**config.mk**
```make
export PLATFORM = sky130hd
export DESIGN_NAME = usd_std_request
export DESIGN_NICKNAME = d
export VERILOG_FILES = /design/src/rtl/usd_pkg.sv /design/src/rtl/usd_std_request.sv
export SDC_FILE = /design/constraint.sdc
export NUM_CORES = 1
export LEC_CHECK = 0
export BUFFER_PORTS_ARGS = -buffer_cell sky130_fd_sc_hd__buf_2
export CORE_ASPECT_RATIO = 1.2
export CORE_MARGIN = 5
export CORE_UTILIZATION = 29
export DETAILED_ROUTE_END_ITERATION = 8
export GPL_ROUTABILITY_DRIVEN = 0
export PLACE_DENSITY = 0.53
export SLEW_MARGIN = 5
export SYNTH_ARGS = -nofsm -noshare
export SYNTH_HDL_FRONTEND = slang
export SYNTH_SLANG_ARGS = --single-unit
```
**constraint.sdc**
```tcl
create_clock -name clk_sys -period 5.35 [get_ports clk_sys]
set_input_delay 0.535 -clock clk_sys [delete_from_list [all_inputs] [get_ports clk_sys]]
set_output_delay 0.535 -clock clk_sys [all_outputs]
set_load 0.03 [all_outputs]
```
**src/rtl/usd_pkg.sv**
```systemverilog
// usd_pkg: constants, layouts and descriptor tables of the endpoint-zero
// standard request decoder. assumes byte 0 of every table is sent first.
package usd_pkg;

  // ==========================================================================
  // setup packet layout
  typedef struct packed {
    logic [7:0] bm_req;
    logic [7:0] b_req;
    logic [7:0] value_l;
    logic [7:0] value_h;
    logic [7:0] index_l;
    logic [7:0] index_h;
    logic [7:0] len_l;
    logic [7:0] len_h;
  } usd_setup_s;

  // packet byte towards the serial engine
  typedef struct packed {
    logic [7:0] data;
    logic       last;
  } usd_tx_s;

  // ==========================================================================
  // request encodings
  localparam logic [7:0] RT_DEV_OUT  = 8'h00;
  localparam logic [7:0] RT_IF_OUT   = 8'h01;
  localparam logic [7:0] RT_EP_OUT   = 8'h02;
  localparam logic [7:0] RT_DEV_IN   = 8'h80;
  localparam logic [7:0] RQ_CLR_FEAT = 8'h01;
  localparam logic [7:0] RQ_SET_FEAT = 8'h03;
  localparam logic [7:0] RQ_GET_DESC = 8'h06;
  localparam logic [7:0] RQ_SET_CFG  = 8'h09;
  localparam logic [7:0] RQ_SET_IF   = 8'h0b;
  localparam logic [7:0] FS_WAKEUP   = 8'h01;
  localparam logic [7:0] EP_BULK_IN  = 8'h81;
  localparam logic [7:0] EP_BULK_OUT = 8'h02;
  localparam logic [7:0] EP_INTR_IN  = 8'h83;
  localparam logic [7:0] DT_DEVICE   = 8'h01;
  localparam logic [7:0] DT_CONFIG   = 8'h02;
  localparam logic [7:0] DT_STRING   = 8'h03;
  localparam logic [7:0] LANG_L      = 8'h09;
  localparam logic [7:0] LANG_H      = 8'h04;
  localparam logic [7:0] CFG_ONE     = 8'h01;
  localparam logic [7:0] ZERO8       = 8'h00;
  localparam logic [7:0] CLASS_NEW   = 8'hff;
  localparam logic [7:0] CLASS_OLD   = 8'h00;
  localparam logic [3:0] PKT_MAX     = 4'h8;

  // ==========================================================================
  // descriptor table: byte offsets and lengths
  localparam logic [6:0] DEV_BASE = 7'h00;
  localparam logic [6:0] DEV_LEN  = 7'h12;
  localparam logic [6:0] CFG_BASE = 7'h12;
  localparam logic [6:0] CFG_LEN  = 7'h27;
  localparam logic [6:0] S0_BASE  = 7'h39;
  localparam logic [6:0] S0_LEN   = 7'h04;
  localparam logic [6:0] S1_BASE  = 7'h3d;
  localparam logic [6:0] S1_LEN   = 7'h10;
  localparam logic [6:0] S2_BASE  = 7'h4d;
  localparam logic [6:0] S2_LEN   = 7'h1e;
  localparam logic [6:0] S3_BASE  = 7'h6b;
  localparam logic [6:0] S3_LEN   = 7'h0a;
  localparam int         ROM_LEN  = 117;
  // overridden bytes: id words, interface class and protocol
  localparam logic [6:0] ID_FIRST = 7'h08;
  localparam logic [6:0] ID_LAST  = 7'h0d;
  localparam logic [6:0] CLS_ADR  = 7'h20;
  localparam logic [6:0] SUB_ADR  = 7'h22;

  localparam logic [143:0] ROM_DEV =
    144'h1201_1001_0000_0008_0000_0000_0000_0102_0301;
  localparam logic [311:0] ROM_CFG =
    312'h09_0227_0001_0100_a050_0904_0000_0300_0000_0007_0581_0240_0000_0705_0202_4000_0007_0583_0308_0001;
  localparam logic [31:0]  ROM_S0  = 32'h0403_0409;
  localparam logic [127:0] ROM_S1  = 128'h1003_5200_4500_4100_4c00_5400_4500_4b00;
  localparam logic [239:0] ROM_S2  =
    240'h1e03_5500_5300_4200_2000_3100_3000_2f00_3100_3000_3000_2000_4c00_4100_4e00;
  localparam logic [79:0]  ROM_S3  = 80'h0a03_3000_3000_3000_3100;
  localparam logic [ROM_LEN*8-1:0] ROM_ALL =
    {ROM_DEV, ROM_CFG, ROM_S0, ROM_S1, ROM_S2, ROM_S3};

  // ==========================================================================
  // apb register map
  localparam logic [7:0] REG_CTRL   = 8'h00;
  localparam logic [7:0] REG_STATUS = 8'h04;
  localparam int         CTRL_CLASS = 0;
  localparam logic       CTRL_CLASS_RST = 1'b1;

  typedef enum logic [2:0] {
    USD_IDLE = 3'h1,
    USD_WAIT = 3'h2,
    USD_SEND = 3'h4
  } usd_state_e;

endpackage

```
**src/rtl/usd_std_request.sv**
```systemverilog
// usd_std_request: endpoint-zero standard request decoder with descriptor
// source. assumes the serial engine hands over checked setup packets and IN
// tokens as one-cycle pulses, all synchronous to clk_sys.
//
// Operation
// - clear halt on bulk-in, bulk-out, interrupt-in endpoint
// - set halt on bulk-in or bulk-out endpoint
// - interrupt-in set halt uses high index byte
// - device set feature enables remote wakeup
// - device clear feature disables remote wakeup
// - set configuration one configures, zero unconfigures
// - device descriptor, eighteen bytes, ids from parameters
// - never return more than requested length
// - configuration set of 27h bytes
// - interface class byte chosen by control register
// - three endpoint descriptors with fixed sizes
// - string zero lists one language id
// - string one, manufacturer, sixteen bytes
// - string two, product name, 1Eh bytes
// - string three, serial number, 0Ah bytes
`timescale 1ns/100ps

module usd_std_request #(
  parameter logic [15:0] VENDOR_ID  = 16'h1234,  // arbitrary value
  parameter logic [15:0] PRODUCT_ID = 16'h5678,  // arbitrary value
  parameter logic [15:0] RELEASE_ID = 16'h0100   // arbitrary value
) (
  input  wire logic                clk_sys,
  input  wire logic                rst_n,
  // apb slave
  input  wire logic                psel,
  input  wire logic                penable,
  input  wire logic                pwrite,
  input  wire logic [7:0]          paddr,
  input  wire logic [31:0]         pwdata,
  output logic      [31:0]         prdata,
  output logic                     pready,
  output logic                     pslverr,
  // setup stage from the serial engine
  input  wire logic                setup_valid,
  input  wire usd_pkg::usd_setup_s setup,
  output logic                     req_ack,
  output logic                     req_stall,
  // in data stage
  input  wire logic                in_token,
  output logic                     tx_valid,
  output usd_pkg::usd_tx_s         tx,
  input  wire logic                tx_ready,
  output logic                     tx_zlp,
  // device state
  output logic [2:0]               ep_halt,
  output logic                     remote_wake_en,
  output logic                     configured
);

  // ==========================================================================
  // helpers
  function automatic logic [7:0] rom_byte(input logic [6:0] adr);
    rom_byte = usd_pkg::ROM_ALL[(usd_pkg::ROM_LEN - 1 - int'(adr)) * 8 +: 8];
  endfunction

  // one-hot endpoint select: bulk-in, bulk-out, interrupt-in
  function automatic logic [2:0] ep_decode(input logic [7:0] idx);
    ep_decode = {idx == usd_pkg::EP_INTR_IN, idx == usd_pkg::EP_BULK_OUT,
                 idx == usd_pkg::EP_BULK_IN};
  endfunction

  // ==========================================================================
  // setup decode
  wire logic       len_zero   = (setup.len_l == usd_pkg::ZERO8)
                              && (setup.len_h == usd_pkg::ZERO8);
  wire logic       val_zero   = (setup.value_l == usd_pkg::ZERO8)
                              && (setup.value_h == usd_pkg::ZERO8);
  wire logic       idx_zero   = (setup.index_l == usd_pkg::ZERO8)
                              && (setup.index_h == usd_pkg::ZERO8);
  wire logic       idx_lang   = (setup.index_l == usd_pkg::LANG_L)
                              && (setup.index_h == usd_pkg::LANG_H);
  wire logic [2:0] ep_lo      = ep_decode(setup.index_l);
  wire logic       ep_plain   = setup.index_h == usd_pkg::ZERO8;

  wire logic is_ep_clr = (setup.bm_req == usd_pkg::RT_EP_OUT)
                      && (setup.b_req == usd_pkg::RQ_CLR_FEAT)
                      && val_zero && len_zero && ep_plain
                      && (ep_lo != 3'h0);

  // interrupt-in halt form: endpoint in the high index byte
  wire logic set_ep3   = (setup.index_l == usd_pkg::ZERO8)
                      && (setup.index_h == usd_pkg::EP_INTR_IN);
  wire logic is_ep_set = (setup.bm_req == usd_pkg::RT_EP_OUT)
                      && (setup.b_req == usd_pkg::RQ_SET_FEAT)
                      && val_zero && len_zero
                      && ((ep_plain && (ep_lo[1:0] != 2'h0)) || set_ep3);
  // halt bits to set, one per endpoint
  wire logic [2:0] set_mask = {set_ep3, ep_plain ? ep_lo[1:0] : 2'h0};

  wire logic is_set_if = (setup.bm_req == usd_pkg::RT_IF_OUT)
                      && (setup.b_req == usd_pkg::RQ_SET_IF)
                      && val_zero && idx_zero && len_zero;

  wire logic dev_feat  = (setup.bm_req == usd_pkg::RT_DEV_OUT)
                      && (setup.value_l == usd_pkg::FS_WAKEUP)
                      && (setup.value_h == usd_pkg::ZERO8)
                      && idx_zero && len_zero;
  wire logic is_wk_set = dev_feat && (setup.b_req == usd_pkg::RQ_SET_FEAT);
  wire logic is_wk_clr = dev_feat && (setup.b_req == usd_pkg::RQ_CLR_FEAT);

  // only the single configuration or none
  wire logic cfg_val   = (setup.value_l == usd_pkg::CFG_ONE)
                      || (setup.value_l == usd_pkg::ZERO8);
  wire logic is_set_cf = (setup.bm_req == usd_pkg::RT_DEV_OUT)
                      && (setup.b_req == usd_pkg::RQ_SET_CFG)
                      && cfg_val && (setup.value_h == usd_pkg::ZERO8)
                      && idx_zero && len_zero;

  wire logic get_desc  = (setup.bm_req == usd_pkg::RT_DEV_IN)
                      && (setup.b_req == usd_pkg::RQ_GET_DESC);
  wire logic d_dev     = get_desc && (setup.value_h == usd_pkg::DT_DEVICE)
                      && (setup.value_l == usd_pkg::ZERO8) && idx_zero;
  wire logic d_cfg     = get_desc && (setup.value_h == usd_pkg::DT_CONFIG)
                      && (setup.value_l == usd_pkg::ZERO8) && idx_zero;
  wire logic d_str     = get_desc && (setup.value_h == usd_pkg::DT_STRING);
  wire logic d_s0      = d_str && (setup.value_l == 8'h00) && idx_zero;
  wire logic d_s1      = d_str && (setup.value_l == 8'h01) && idx_lang;
  wire logic d_s2      = d_str && (setup.value_l == 8'h02) && idx_lang;
  wire logic d_s3      = d_str && (setup.value_l == 8'h03) && idx_lang;
  wire logic is_desc   = d_dev | d_cfg | d_s0 | d_s1 | d_s2 | d_s3;

  wire logic no_data   = is_ep_clr | is_ep_set | is_set_if
                      | is_wk_set | is_wk_clr | is_set_cf;
  wire logic accepted  = no_data | is_desc;

  // table window of the selected descriptor
  wire logic [6:0] sel_base =
      d_dev ? usd_pkg::DEV_BASE : d_cfg ? usd_pkg::CFG_BASE :
      d_s0  ? usd_pkg::S0_BASE  : d_s1  ? usd_pkg::S1_BASE  :
      d_s2  ? usd_pkg::S2_BASE  : usd_pkg::S3_BASE;
  wire logic [6:0] sel_len =
      d_dev ? usd_pkg::DEV_LEN : d_cfg ? usd_pkg::CFG_LEN :
      d_s0  ? usd_pkg::S0_LEN  : d_s1  ? usd_pkg::S1_LEN  :
      d_s2  ? usd_pkg::S2_LEN  : usd_pkg::S3_LEN;

  // the host length cuts the descriptor short
  wire logic [15:0] req_len  = {setup.len_h, setup.len_l};
  wire logic        len_cut  = req_len < {9'h000, sel_len};
  wire logic [6:0]  send_len = len_cut ? req_len[6:0] : sel_len;
  wire logic        need_zlp = !len_cut && (req_len != {9'h000, sel_len});

  // ==========================================================================
  // registers
  usd_pkg::usd_state_e state_q, state_d;
  logic [6:0] ptr_q;
  logic [6:0] remain_q;
  logic [3:0] pkt_cnt_q;
  logic       zlp_due_q;
  logic [2:0] halt_q;
  logic       wake_q;
  logic       cfg_q;
  logic       class_sel_q;
  logic [7:0] tx_data_q;
  logic       ack_q;
  logic       stall_q;
  logic       zlp_q;

  // bytes patched over the table
  function automatic logic [7:0] desc_byte(input logic [6:0] adr,
                                           input logic       cls);
    logic [47:0] ids;
    ids = {VENDOR_ID[7:0], VENDOR_ID[15:8], PRODUCT_ID[7:0], PRODUCT_ID[15:8],
           RELEASE_ID[7:0], RELEASE_ID[15:8]};
    if (adr >= usd_pkg::ID_FIRST && adr <= usd_pkg::ID_LAST)
      desc_byte = ids[(5 - int'(adr - usd_pkg::ID_FIRST)) * 8 +: 8];
    // past the table end: keeps the idle data byte defined
    else if (int'(adr) >= usd_pkg::ROM_LEN)
      desc_byte = usd_pkg::ZERO8;
    else if (adr == usd_pkg::CLS_ADR || adr == usd_pkg::SUB_ADR)
      desc_byte = cls ? usd_pkg::CLASS_NEW : usd_pkg::CLASS_OLD;
    else
      desc_byte = rom_byte(adr);
  endfunction

  // ==========================================================================
  // in data stage
  wire logic       tx_fire   = tx_valid && tx_ready;
  // packet closes on its last byte or on the eighth
  wire logic       pkt_end   = (remain_q == 7'h01)
                            || (pkt_cnt_q == usd_pkg::PKT_MAX - 4'h1);
  wire logic [6:0] ptr_nx    = ptr_q + 7'h01;
  wire logic       start_pkt = (state_q == usd_pkg::USD_WAIT) && in_token
                            && (remain_q != 7'h00);
  wire logic       send_zlp  = (state_q == usd_pkg::USD_WAIT) && in_token
                            && (remain_q == 7'h00);

  always_comb
  begin
    state_d = state_q;
    case (state_q)
      usd_pkg::USD_IDLE:
        if (setup_valid && is_desc)
          state_d = usd_pkg::USD_WAIT;
      usd_pkg::USD_WAIT:
        if (setup_valid)
          state_d = is_desc ? usd_pkg::USD_WAIT : usd_pkg::USD_IDLE;
        else if (start_pkt)
          state_d = usd_pkg::USD_SEND;
        else if (send_zlp)
          state_d = usd_pkg::USD_IDLE;
      usd_pkg::USD_SEND:
        if (setup_valid)
          state_d = is_desc ? usd_pkg::USD_WAIT : usd_pkg::USD_IDLE;
        else if (tx_fire && pkt_end)
          // a full packet at the end still owes a zero-length one if shorter than requested
          state_d = (remain_q == 7'h01 && !zlp_due_q) ? usd_pkg::USD_IDLE
                                                      : usd_pkg::USD_WAIT;
      default:
        state_d = usd_pkg::USD_IDLE;
    endcase
  end

  always_ff @(posedge clk_sys or negedge rst_n)
  begin
    if (!rst_n)
      state_q <= usd_pkg::USD_IDLE;
    else
      state_q <= state_d;
  end

  // pointer, remaining count and packet byte count
  always_ff @(posedge clk_sys or negedge rst_n)
  begin
    if (!rst_n)
    begin
      ptr_q     <= 7'h00;
      remain_q  <= 7'h00;
      pkt_cnt_q <= 4'h0;
      zlp_due_q <= 1'b0;
      tx_data_q <= 8'h00;
    end
    else if (setup_valid && is_desc)
    begin
      ptr_q     <= sel_base;
      remain_q  <= send_len;
      pkt_cnt_q <= 4'h0;
      zlp_due_q <= need_zlp && (send_len[2:0] == 3'h0);
    end
    // any other setup abandons the data stage
    else if (setup_valid)
    begin
      remain_q  <= 7'h00;
      zlp_due_q <= 1'b0;
    end
    else if (start_pkt)
    begin
      pkt_cnt_q <= 4'h0;
      tx_data_q <= desc_byte(ptr_q, class_sel_q);
    end
    else if (tx_fire)
    begin
      ptr_q     <= ptr_nx;
      remain_q  <= remain_q - 7'h01;
      pkt_cnt_q <= pkt_cnt_q + 4'h1;
      tx_data_q <= desc_byte(ptr_nx, class_sel_q);
    end
  end

  // ==========================================================================
  // request effects
  always_ff @(posedge clk_sys or negedge rst_n)
  begin
    if (!rst_n)
    begin
      halt_q <= 3'h0;
      wake_q <= 1'b0;
      cfg_q  <= 1'b0;
    end
    else if (setup_valid)
    begin
      if (is_ep_clr)
        halt_q <= halt_q & ~ep_lo;
      else if (is_ep_set)
        halt_q <= halt_q | set_mask;
      if (is_wk_set)
        wake_q <= 1'b1;
      else if (is_wk_clr)
        wake_q <= 1'b0;
      if (is_set_cf)
        cfg_q <= setup.value_l == usd_pkg::CFG_ONE;
    end
  end

  always_ff @(posedge clk_sys or negedge rst_n)
  begin
    if (!rst_n)
    begin
      ack_q   <= 1'b0;
      stall_q <= 1'b0;
      zlp_q   <= 1'b0;
    end
    else
    begin
      ack_q   <= setup_valid && accepted;
      stall_q <= setup_valid && !accepted;
      zlp_q   <= send_zlp && !setup_valid;
    end
  end

  // ==========================================================================
  // apb slave, zero wait states
  wire logic        apb_acc  = psel && penable;
  wire logic        hit_ctrl = paddr == usd_pkg::REG_CTRL;
  wire logic        hit_stat = paddr == usd_pkg::REG_STATUS;
  wire logic        apb_err  = !(hit_ctrl || hit_stat);
  wire logic [31:0] rd_ctrl  = {31'h0000_0000, class_sel_q};
  wire logic [31:0] rd_stat  = {22'h00_0000, state_q, remain_q == 7'h00,
                                wake_q, cfg_q, halt_q, 1'b0};

  always_ff @(posedge clk_sys or negedge rst_n)
  begin
    if (!rst_n)
      class_sel_q <= usd_pkg::CTRL_CLASS_RST;
    else if (apb_acc && pwrite && hit_ctrl)
      class_sel_q <= pwdata[usd_pkg::CTRL_CLASS];
  end

  assign pready  = 1'b1;
  assign pslverr = apb_acc && apb_err;

  // reads return zero outside a selected read
  assign prdata  = (psel && !pwrite && hit_ctrl) ? rd_ctrl :
                   (psel && !pwrite && hit_stat) ? rd_stat : 32'h0000_0000;

  // ==========================================================================
  // outputs
  assign req_ack        = ack_q;
  assign req_stall      = stall_q;
  assign tx_zlp         = zlp_q;
  assign tx_valid       = state_q == usd_pkg::USD_SEND;
  assign tx.data        = tx_data_q;
  assign tx.last        = tx_valid && pkt_end;
  assign ep_halt        = halt_q;
  assign remote_wake_en = wake_q;
  assign configured     = cfg_q;

endmodule // usd_std_request

```
==> reports/summary.txt, run 1 <==
OUTCOME
--------------------------------------------------------------------------------------------------------
Run status                                                                                  finished clean

STA
--------------------------------------------------------------------------------------------------------
Worst-case setup margin in the final layout                                                      1380 ps
Final setup violation count                                                                            0
Final Max Slew Viols                                                                                   0
Relative slew slack                                                                                33.1%
Slew of the pin with the lowest slew margin                                                      1000 ps
Final setup skew                                                                                 7.59 ps
RSZ-0062 raised after global routing                                                               false
Setup TNS Final                                                                                     0 ps
Maximum frequency from static timing analysis                                                    252 MHz
Hold violation total from the final report                                                             0
Final worst path period share                                                                      74.1%
Shortest clock period the worst path allows after layout                                         3970 ps

POWER AND IR DROP
--------------------------------------------------------------------------------------------------------
Power density over cell area                                                                 121 mW/mm^2
Total leakage power                                                                              2.94 nW
Relative contribution of sequential cells to total power                                           34.8%
Clk pwr share                                                                                      44.0%
Gate power share                                                                                   21.2%
Internal power summed over all cells                                                          0.000634 W
Highest ir drop seen on vdd                                                                   0.000108 V
Total chip power                                                                              0.000887 W
Fraction of power spent switching nets                                                             28.4%
Net switching power                                                                           0.000252 W

WORST SETUP PATH
--------------------------------------------------------------------------------------------------------
Standard cell with the maximum stage delay on the critical path                             sky130_fd_sc_hd__or4_1
Critical path data arrival time                                                                  4140 ps
Cell occurring most often along the worst timing path                                       sky130_fd_sc_hd__nor2_1
Max Fanout on Critical Path                                                                            9
CP bufs+invs                                                                                           2
Dominant delay contributor by cell family on the critical path                              simple AND/OR/NAND/NOR gates
CP peak stage delay                                                                               630 ps
Critical path type                                                                             in -> reg
Kind of capture point of the worst setup path                                                  flip-flop
CP Data Required Time                                                                            5520 ps
Worst-path cell chain                                                                       buf_2, or4_1, nor4_2, nor4b_4, nand4_1, nor2_1, nor3_1, ha_1, o21a_1, o21ai_0, a21oi_1, a2111oi_2, buf_4, mux2i_1, nor2_1, o22a_1
Startpoint Class                                                                               input pin

SYNTHESIS
--------------------------------------------------------------------------------------------------------
Top cells by area, synth                                                                    sky130_fd_sc_hd__dfrtp_1 14%, sky130_fd_sc_hd__ha_1 5.2%, sky130_fd_sc_hd__nor2_1 4.9%
Xor-xnor portion of the synthesized cell area                                                      6.79%
Flip-flop and latch count after synthesis                                                             39
Proportion of netlist area held by the largest area contributor                                    14.4%
Synthesized instance count                                                                           896
Adder-cell share of the synthesized area                                                           5.24%
Number of unique standard cell types used by synthesis                                                95
Sequential-to-total area share from yosys stat                                                     15.2%
Share of flip-flops with an asynchronous set or reset                                               100%
Multiplexer share of the synthesized area                                                          2.25%
Compound-Gate Fraction of Synth Area                                                               31.8%
Synth cell count leaders                                                                    84 x sky130_fd_sc_hd__nor2_1, 74 x sky130_fd_sc_hd__nand2_1, 55 x sky130_fd_sc_hd__o21ai_0
Primary flip-flop cell chosen by synthesis mapping                                          sky130_fd_sc_hd__dfrtp_1
Synthesized area per cell                                                                      7.20 um^2
Post-synth EDFFs                                                                                       0
Number of warnings printed during yosys synthesis                                                      0
Post-synthesis cell area                                                                    0.00645 mm^2
Simple-gate share of the synthesized area                                                          30.2%
Synth area leader                                                                           sky130_fd_sc_hd__dfrtp_1
Combinational family with the most area after synthesis                                     compound AO/OA/AOI/OAI gates
Most frequent cell after synthesis                                                          sky130_fd_sc_hd__nor2_1

DETAILED ROUTING
--------------------------------------------------------------------------------------------------------
Count of vias placed by the detailed router                                                         7327
Count of unresolved DRC violations after routing                                                       0
Post-detailed-route count of antenna-violating nets                                                    0
Initial drt markers                                                                                  553
Routed wire length                                                                              23400 um
First-pass iteration count of the detailed router                                                      5
Post-DR vias/cell                                                                                   5.89
Routed length per instance                                                                       18.8 um

GLOBAL ROUTING
--------------------------------------------------------------------------------------------------------
Met3 track demand over resource in global routing                                                  1.78%
Total grt overflow                                                                                     0
Global-route wire length before repair                                                          37800 um
GRT Util Overall                                                                                   17.8%
Grt peak-use layer                                                                                  met2
Initial antenna violation count                                                                        0
Number of global-route vias before repair                                                           7235
Global routing met2 resource utilization                                                           31.0%
Pin count of the biggest net entering global routing                                                  63
Met1 Resource Use GR                                                                               22.3%

PLACE
--------------------------------------------------------------------------------------------------------
Detail Placement HPWL                                                                           18100 um
Count of input and output buffers                                                                    109
Worst Setup Slack post-DPL                                                                       1080 ps

CTS
--------------------------------------------------------------------------------------------------------
Worst skew pair latency                                                                           290 ps
Number of buffers inserted by post-CTS setup repair                                                    0
Total number of H-tree levels                                                                          2
CTS buffer count                                                                                       5
Clock root buffer                                                                           sky130_fd_sc_hd__clkbuf_16
Post-CTS clock slew at the launch and capture registers of the worst setup and hold paths          60 ps
Max clock buf depth                                                                                    2
Number of gates given a new drive strength after cts                                                   0
Number of clock sinks                                                                                 39
Number of buffers added to fix hold violations after cts                                               0
TritonCTS clock tree                                                                               built

FLOORPLAN
--------------------------------------------------------------------------------------------------------
Full die area                                                                                0.0253 mm^2
Chip width                                                                                        146 um
Die height                                                                                        173 um
Placement row count                                                                                   59
Initial core utilization                                                                           29.6%
I/O pin total                                                                                        164
Core Box Area                                                                                0.0218 mm^2

FINISH
--------------------------------------------------------------------------------------------------------
Area added between synthesis and finish                                                            13.4%
Fraction of layout instances using a drive strength above 1                                        19.6%
Diodes inserted                                                                                        0
Final net count                                                                                     1109
Filler Cells Inserted                                                                               2324

MIN PATH
--------------------------------------------------------------------------------------------------------
Worst hold path type                                                                         in -> async

JOB
--------------------------------------------------------------------------------------------------------
Number of violations of the max-capacitance limit                                                      0

-- stage by stage --
stage               cell area (um^2)  hold WS [ps]  utilization, %  cells
global route                    7310           463            33.6   1245
global placement                7120           504            32.7   1237
detailed placement              7120           508            32.7   1237
floorplan                       6530           239               -    917
CTS                             7310           404            33.6   1245
finish                          7310           365            33.6   1245
-- area by class of cell --
cell class	instances	area (um^2)	area share [%]
Multi-Input combinational cell	770	5010	68.5
Sequential cell	39	981	13.4
Timing Repair Buffer	129	696	9.52
Tap cell	274	343	4.69
Clock buffer	6	129	1.76
Inverter	25	93.8	1.28
Clock inverter	2	60.1	0.821
-- worst register-to-register path, stage by stage, from the launching register on --
cell                        delay, ps
sky130_fd_sc_hd__dfrtp_1          530
sky130_fd_sc_hd__inv_1            330
sky130_fd_sc_hd__ha_1             550
sky130_fd_sc_hd__nor2b_1          170
sky130_fd_sc_hd__o21ai_0          500
sky130_fd_sc_hd__and2_1           510
sky130_fd_sc_hd__o31a_1           200
sky130_fd_sc_hd__nor4_1            40
sky130_fd_sc_hd__a311oi_1         440
sky130_fd_sc_hd__a2111oi_0        140
sky130_fd_sc_hd__o32a_1           350
-- logic make-up after synthesis --
family	count (synthesis)
compound gates	294
xor+xnor	44
fa+ha+maj	27
buf+inv	108
flops	39
mux	14
other cells	2
simple gates	368
-- layout by cell type, fill, tap and decap left out, drive strengths merged, types with 18 or more instances in the layout --
| cell type | synthesis | final |
|---|---|---|
| nand3 | 32 | 32 |
| nor2 | 87 | 87 |
| nor3 | 39 | 39 |
| inv | 24 | 24 |
| ha | 27 | 27 |
| conb | 2 | 23 |
| nand4 | 25 | 25 |
| nand2 | 75 | 75 |
| o21ai | 61 | 61 |
| dfrtp | 37 | 37 |
| nor4 | 18 | 18 |
| a21oi | 54 | 54 |
| xnor2 | 35 | 35 |
| and2 | 23 | 23 |
| buf | 50 | 129 |
-- power by group through the flow --
stage / sequential, W / combinational [W] / clock [W]
CTS: 0.000309 / 0.000187 / 0.000397
global route: 0.000310 / 0.000207 / 0.000409
global placement: 0.000314 / 0.000186 / 0
finish: 0.000309 / 0.000188 / 0.000390
floorplan: 0.000321 / 0.000118 / 0
detailed placement: 0.000314 / 0.000186 / 0
-- worst paths after layout --
kind	depth (start not counted)	start	end	slack [ps]
setup / recovery	16	setup[26]	remain_q[0]	1380
hold / removal	1	rst_n	ep_halt[1]	360
setup reg to reg	10	ptr_q[1]	tx_data_q[2]	1480
hold reg to reg	1	pkt_cnt_q[2]	pkt_cnt_q[2]	520
max in group asynchronous	1	rst_n	ptr_q[2]	4360
min in group clk_sys	2	pwdata[0]	class_sel_q	510
-- sequential cells by signal, indices dropped and copies added (netlist names), 3 cells and up --
register and count:
tx_data_q 8, ptr_q 7, remain_q 7, pkt_cnt_q 4, ep_halt 3, state_q 3
-- per-layer routing --
layer	part of all wire [%]	up-vias
met5	0	-
met4	3.9	0
met3	6.8	55
met2	48	376
met1	41	3394
li1	-	3502
No activity file was read; power rests on OpenSTA's default activity.
==> run 2: changes to the inputs <==
==> constraint.sdc (replaced) <==
create_clock -name clk_sys -period 3.7 [get_ports clk_sys]
set_input_delay 0.37 -clock clk_sys [delete_from_list [all_inputs] [get_ports clk_sys]]
set_output_delay 0.37 -clock clk_sys [all_outputs]
set_load 0.03 [all_outputs]
==> reports/summary.txt, run 2 (same netlist as run 1, synthesis figures left out) <==
CTS
--------------------------------------------------------------------------------------------------------
Number of clock sinks                                                                                 39   unchanged
Post-CTS clock slew at the launch and capture registers of the worst setup and hold paths          60 ps   about the same
Total number of H-tree levels                                                                          2   unchanged
Max clock buf depth                                                                                    2   unchanged
Worst skew pair latency                                                                           290 ps   about the same
Number of buffers inserted by post-CTS setup repair                                                    0   unchanged
Number of gates given a new drive strength after cts                                                   0   unchanged
Clock root buffer                                                                           sky130_fd_sc_hd__clkbuf_16
CTS buffer count                                                                                       5   unchanged
TritonCTS clock tree                                                                               built
Number of buffers added to fix hold violations after cts                                               0   unchanged

GLOBAL ROUTING
--------------------------------------------------------------------------------------------------------
Number of global-route vias before repair                                                           7460   +3.1%
Global-route wire length before repair                                                          38900 um   +2.7%
GRT Util Overall                                                                                   18.3%   +0.56 points
Initial antenna violation count                                                                        0   unchanged
Pin count of the biggest net entering global routing                                                  62   -1.6%
Global routing met2 resource utilization                                                           33.6%   +2.6 points
Total grt overflow                                                                                     0   unchanged
Met3 track demand over resource in global routing                                                  2.22%   +0.44 points
Met1 Resource Use GR                                                                               21.3%   -1.0 points
Grt peak-use layer                                                                                  met2

DETAILED ROUTING
--------------------------------------------------------------------------------------------------------
Initial drt markers                                                                                  494   -11%
Routed wire length                                                                              24000 um   +2.8%
Count of vias placed by the detailed router                                                         7574   +3.4%
First-pass iteration count of the detailed router                                                      5   unchanged
Count of unresolved DRC violations after routing                                                       0   unchanged
Post-detailed-route count of antenna-violating nets                                                    0   unchanged
Routed length per instance                                                                       18.6 um   -0.90%
Post-DR vias/cell                                                                                   5.87   -0.31%

MIN PATH
--------------------------------------------------------------------------------------------------------
Worst hold path type                                                                         in -> async

FLOORPLAN
--------------------------------------------------------------------------------------------------------
Core Box Area                                                                                0.0218 mm^2   unchanged
Full die area                                                                                0.0253 mm^2   unchanged
Chip width                                                                                        146 um   unchanged
Die height                                                                                        173 um   unchanged
Initial core utilization                                                                           29.6%   unchanged
I/O pin total                                                                                        164   unchanged
Placement row count                                                                                   59   unchanged

WORST SETUP PATH
--------------------------------------------------------------------------------------------------------
Worst-path cell chain                                                                       buf_2, or4_4, or4_4, nor3_4, buf_4, and3_1, nor3_1, ha_1, o21a_1, o21ai_0, a21oi_1, a2111oi_4, buf_4, mux2i_1, nor2_1, o22a_1
CP Data Required Time                                                                            3880 ps   -1640 ps
Max Fanout on Critical Path                                                                            4   -5
R2R Setup Slk                                                                                     270 ps   -1210 ps
CP bufs+invs                                                                                           3   +1
Worst Reg2Reg Path Length in Cells                                                                    10   unchanged
CP peak stage delay                                                                               570 ps   -60 ps
Worst flop-to-flop path endpoint                                                            tx_data_q[1]
Setup crit end                                                                               remain_q[0]
Worst R2R Start                                                                                 ptr_q[0]
Critical path type                                                                             in -> reg
Standard cell with the maximum stage delay on the critical path                             sky130_fd_sc_hd__or4_4
Critical path data arrival time                                                                  3640 ps   -500 ps
Dominant delay contributor by cell family on the critical path                              simple AND/OR/NAND/NOR gates
Total stage count of the critical path                                                                16   unchanged
Startpoint Class                                                                               input pin
Kind of capture point of the worst setup path                                                  flip-flop
Worst setup path startpoint                                                                    setup[53]

STA
--------------------------------------------------------------------------------------------------------
Slew of the pin with the lowest slew margin                                                      1070 ps   +67.7 ps
Final worst path period share                                                                      93.4%
Hold violation total from the final report                                                             0   unchanged
Final hold slack                                                                                  241 ps   -124 ps
Maximum frequency from static timing analysis                                                    289 MHz
Shortest clock period the worst path allows after layout                                         3460 ps
Final Max Slew Viols                                                                                   0   unchanged
Relative slew slack                                                                                28.6%   -4.5 points
Final setup violation count                                                                            0   unchanged
RSZ-0062 raised after global routing                                                               false
Final setup skew                                                                                 9.16 ps   +1.57 ps

PLACE
--------------------------------------------------------------------------------------------------------
Detail Placement HPWL                                                                           18900 um   +4.9%
Count of input and output buffers                                                                    109   unchanged

FINISH
--------------------------------------------------------------------------------------------------------
Leading cell types in the layout, fill and taps excluded                                    109 x sky130_fd_sc_hd__buf_2, 83 x sky130_fd_sc_hd__nor2_1, 74 x sky130_fd_sc_hd__nand2_1
Most frequent standard cell in the layout excluding fill and tap cells                      sky130_fd_sc_hd__buf_2
Diodes inserted                                                                                        0   unchanged
Number of flip-flops under the largest register name                                                   8   unchanged
Fraction of layout instances using a drive strength above 1                                        23.4%   +3.8 points
Top Registers                                                                               tx_data_q x8, ptr_q x7, remain_q x7
Final net count                                                                                     1156   +4.2%
Filler Cells Inserted                                                                               2351   +1.2%
Largest Register                                                                               tx_data_q
Area added between synthesis and finish                                                            18.6%

POWER AND IR DROP
--------------------------------------------------------------------------------------------------------
Total leakage power                                                                              3.15 nW   +7.2%
Highest ir drop seen on vdd                                                                   0.000120 V   +10%
Total chip power                                                                               0.00117 W   +32%
Power density over cell area                                                                 153 mW/mm^2   +26%

OUTCOME
--------------------------------------------------------------------------------------------------------
Run status                                                                                  finished clean

JOB
--------------------------------------------------------------------------------------------------------
Number of violations of the max-capacitance limit                                                      0   unchanged

-- run 2: cell types whose count changed in the layout (fill, tap and decap cells not counted), sizes merged --
cell    previous run  this run
clkinv             1         2
bufinv             2         0
buf              129       176
-- run 2: through the flow --
stage	setup WS, ps	instance area (um^2)	util (%)	std cells	TNS [ps]
6_report	245	7650	35.1	1291	0
5_1_grt	6.74	7650	35.1	1291	0
4_1_cts	156	7640	35.1	1291	0
3_5_place_dp	-144	7500	34.4	1284	-524
3_3_place_gp	-117	7500	34.4	1284	-318
2_1_floorplan	-3.98	6550	-	917	-3.98
-- run 2: cell type report --
cell class	instances	area (um^2)	area share [%]
Tap cell	274	343	4.48
Clock buffer	6	139	1.82
Inverter	25	93.8	1.23
Timing Repair Buffer	176	1060	13.9
Clock inverter	1	5.00	0.0655
Multi-Input combinational cell	770	5020	65.7
Sequential cell	39	981	12.8
-- run 2: how the worst min path moves through the flow --
stage                 startpoint  cells after the start           end
floorplan                  rst_n                      0    configured
global placement    pkt_cnt_q[2]                      1  pkt_cnt_q[2]
detailed placement  pkt_cnt_q[2]                      1  pkt_cnt_q[2]
CTS                        rst_n                      1    ep_halt[0]
global route               rst_n                      1    ep_halt[0]
finish                     rst_n                      1    ep_halt[0]
-- run 2: report_power, final --
group	switching, W	internal, W	total (W)
registers	0.0000101	0.000437	0.000447
clock network	0.000180	0.000264	0.000443
logic	0.000181	0.0000992	0.000280
total	0.000370	0.000800	0.00117
-- run 2: per-layer routing --
layer	wire, um	vias up	share of wire, %
met5	0	-	0
met4	1040	0	4.3
met3	1590	75	6.6
met2	12000	379	50
met1	9380	3529	39
li1	-	3591	-
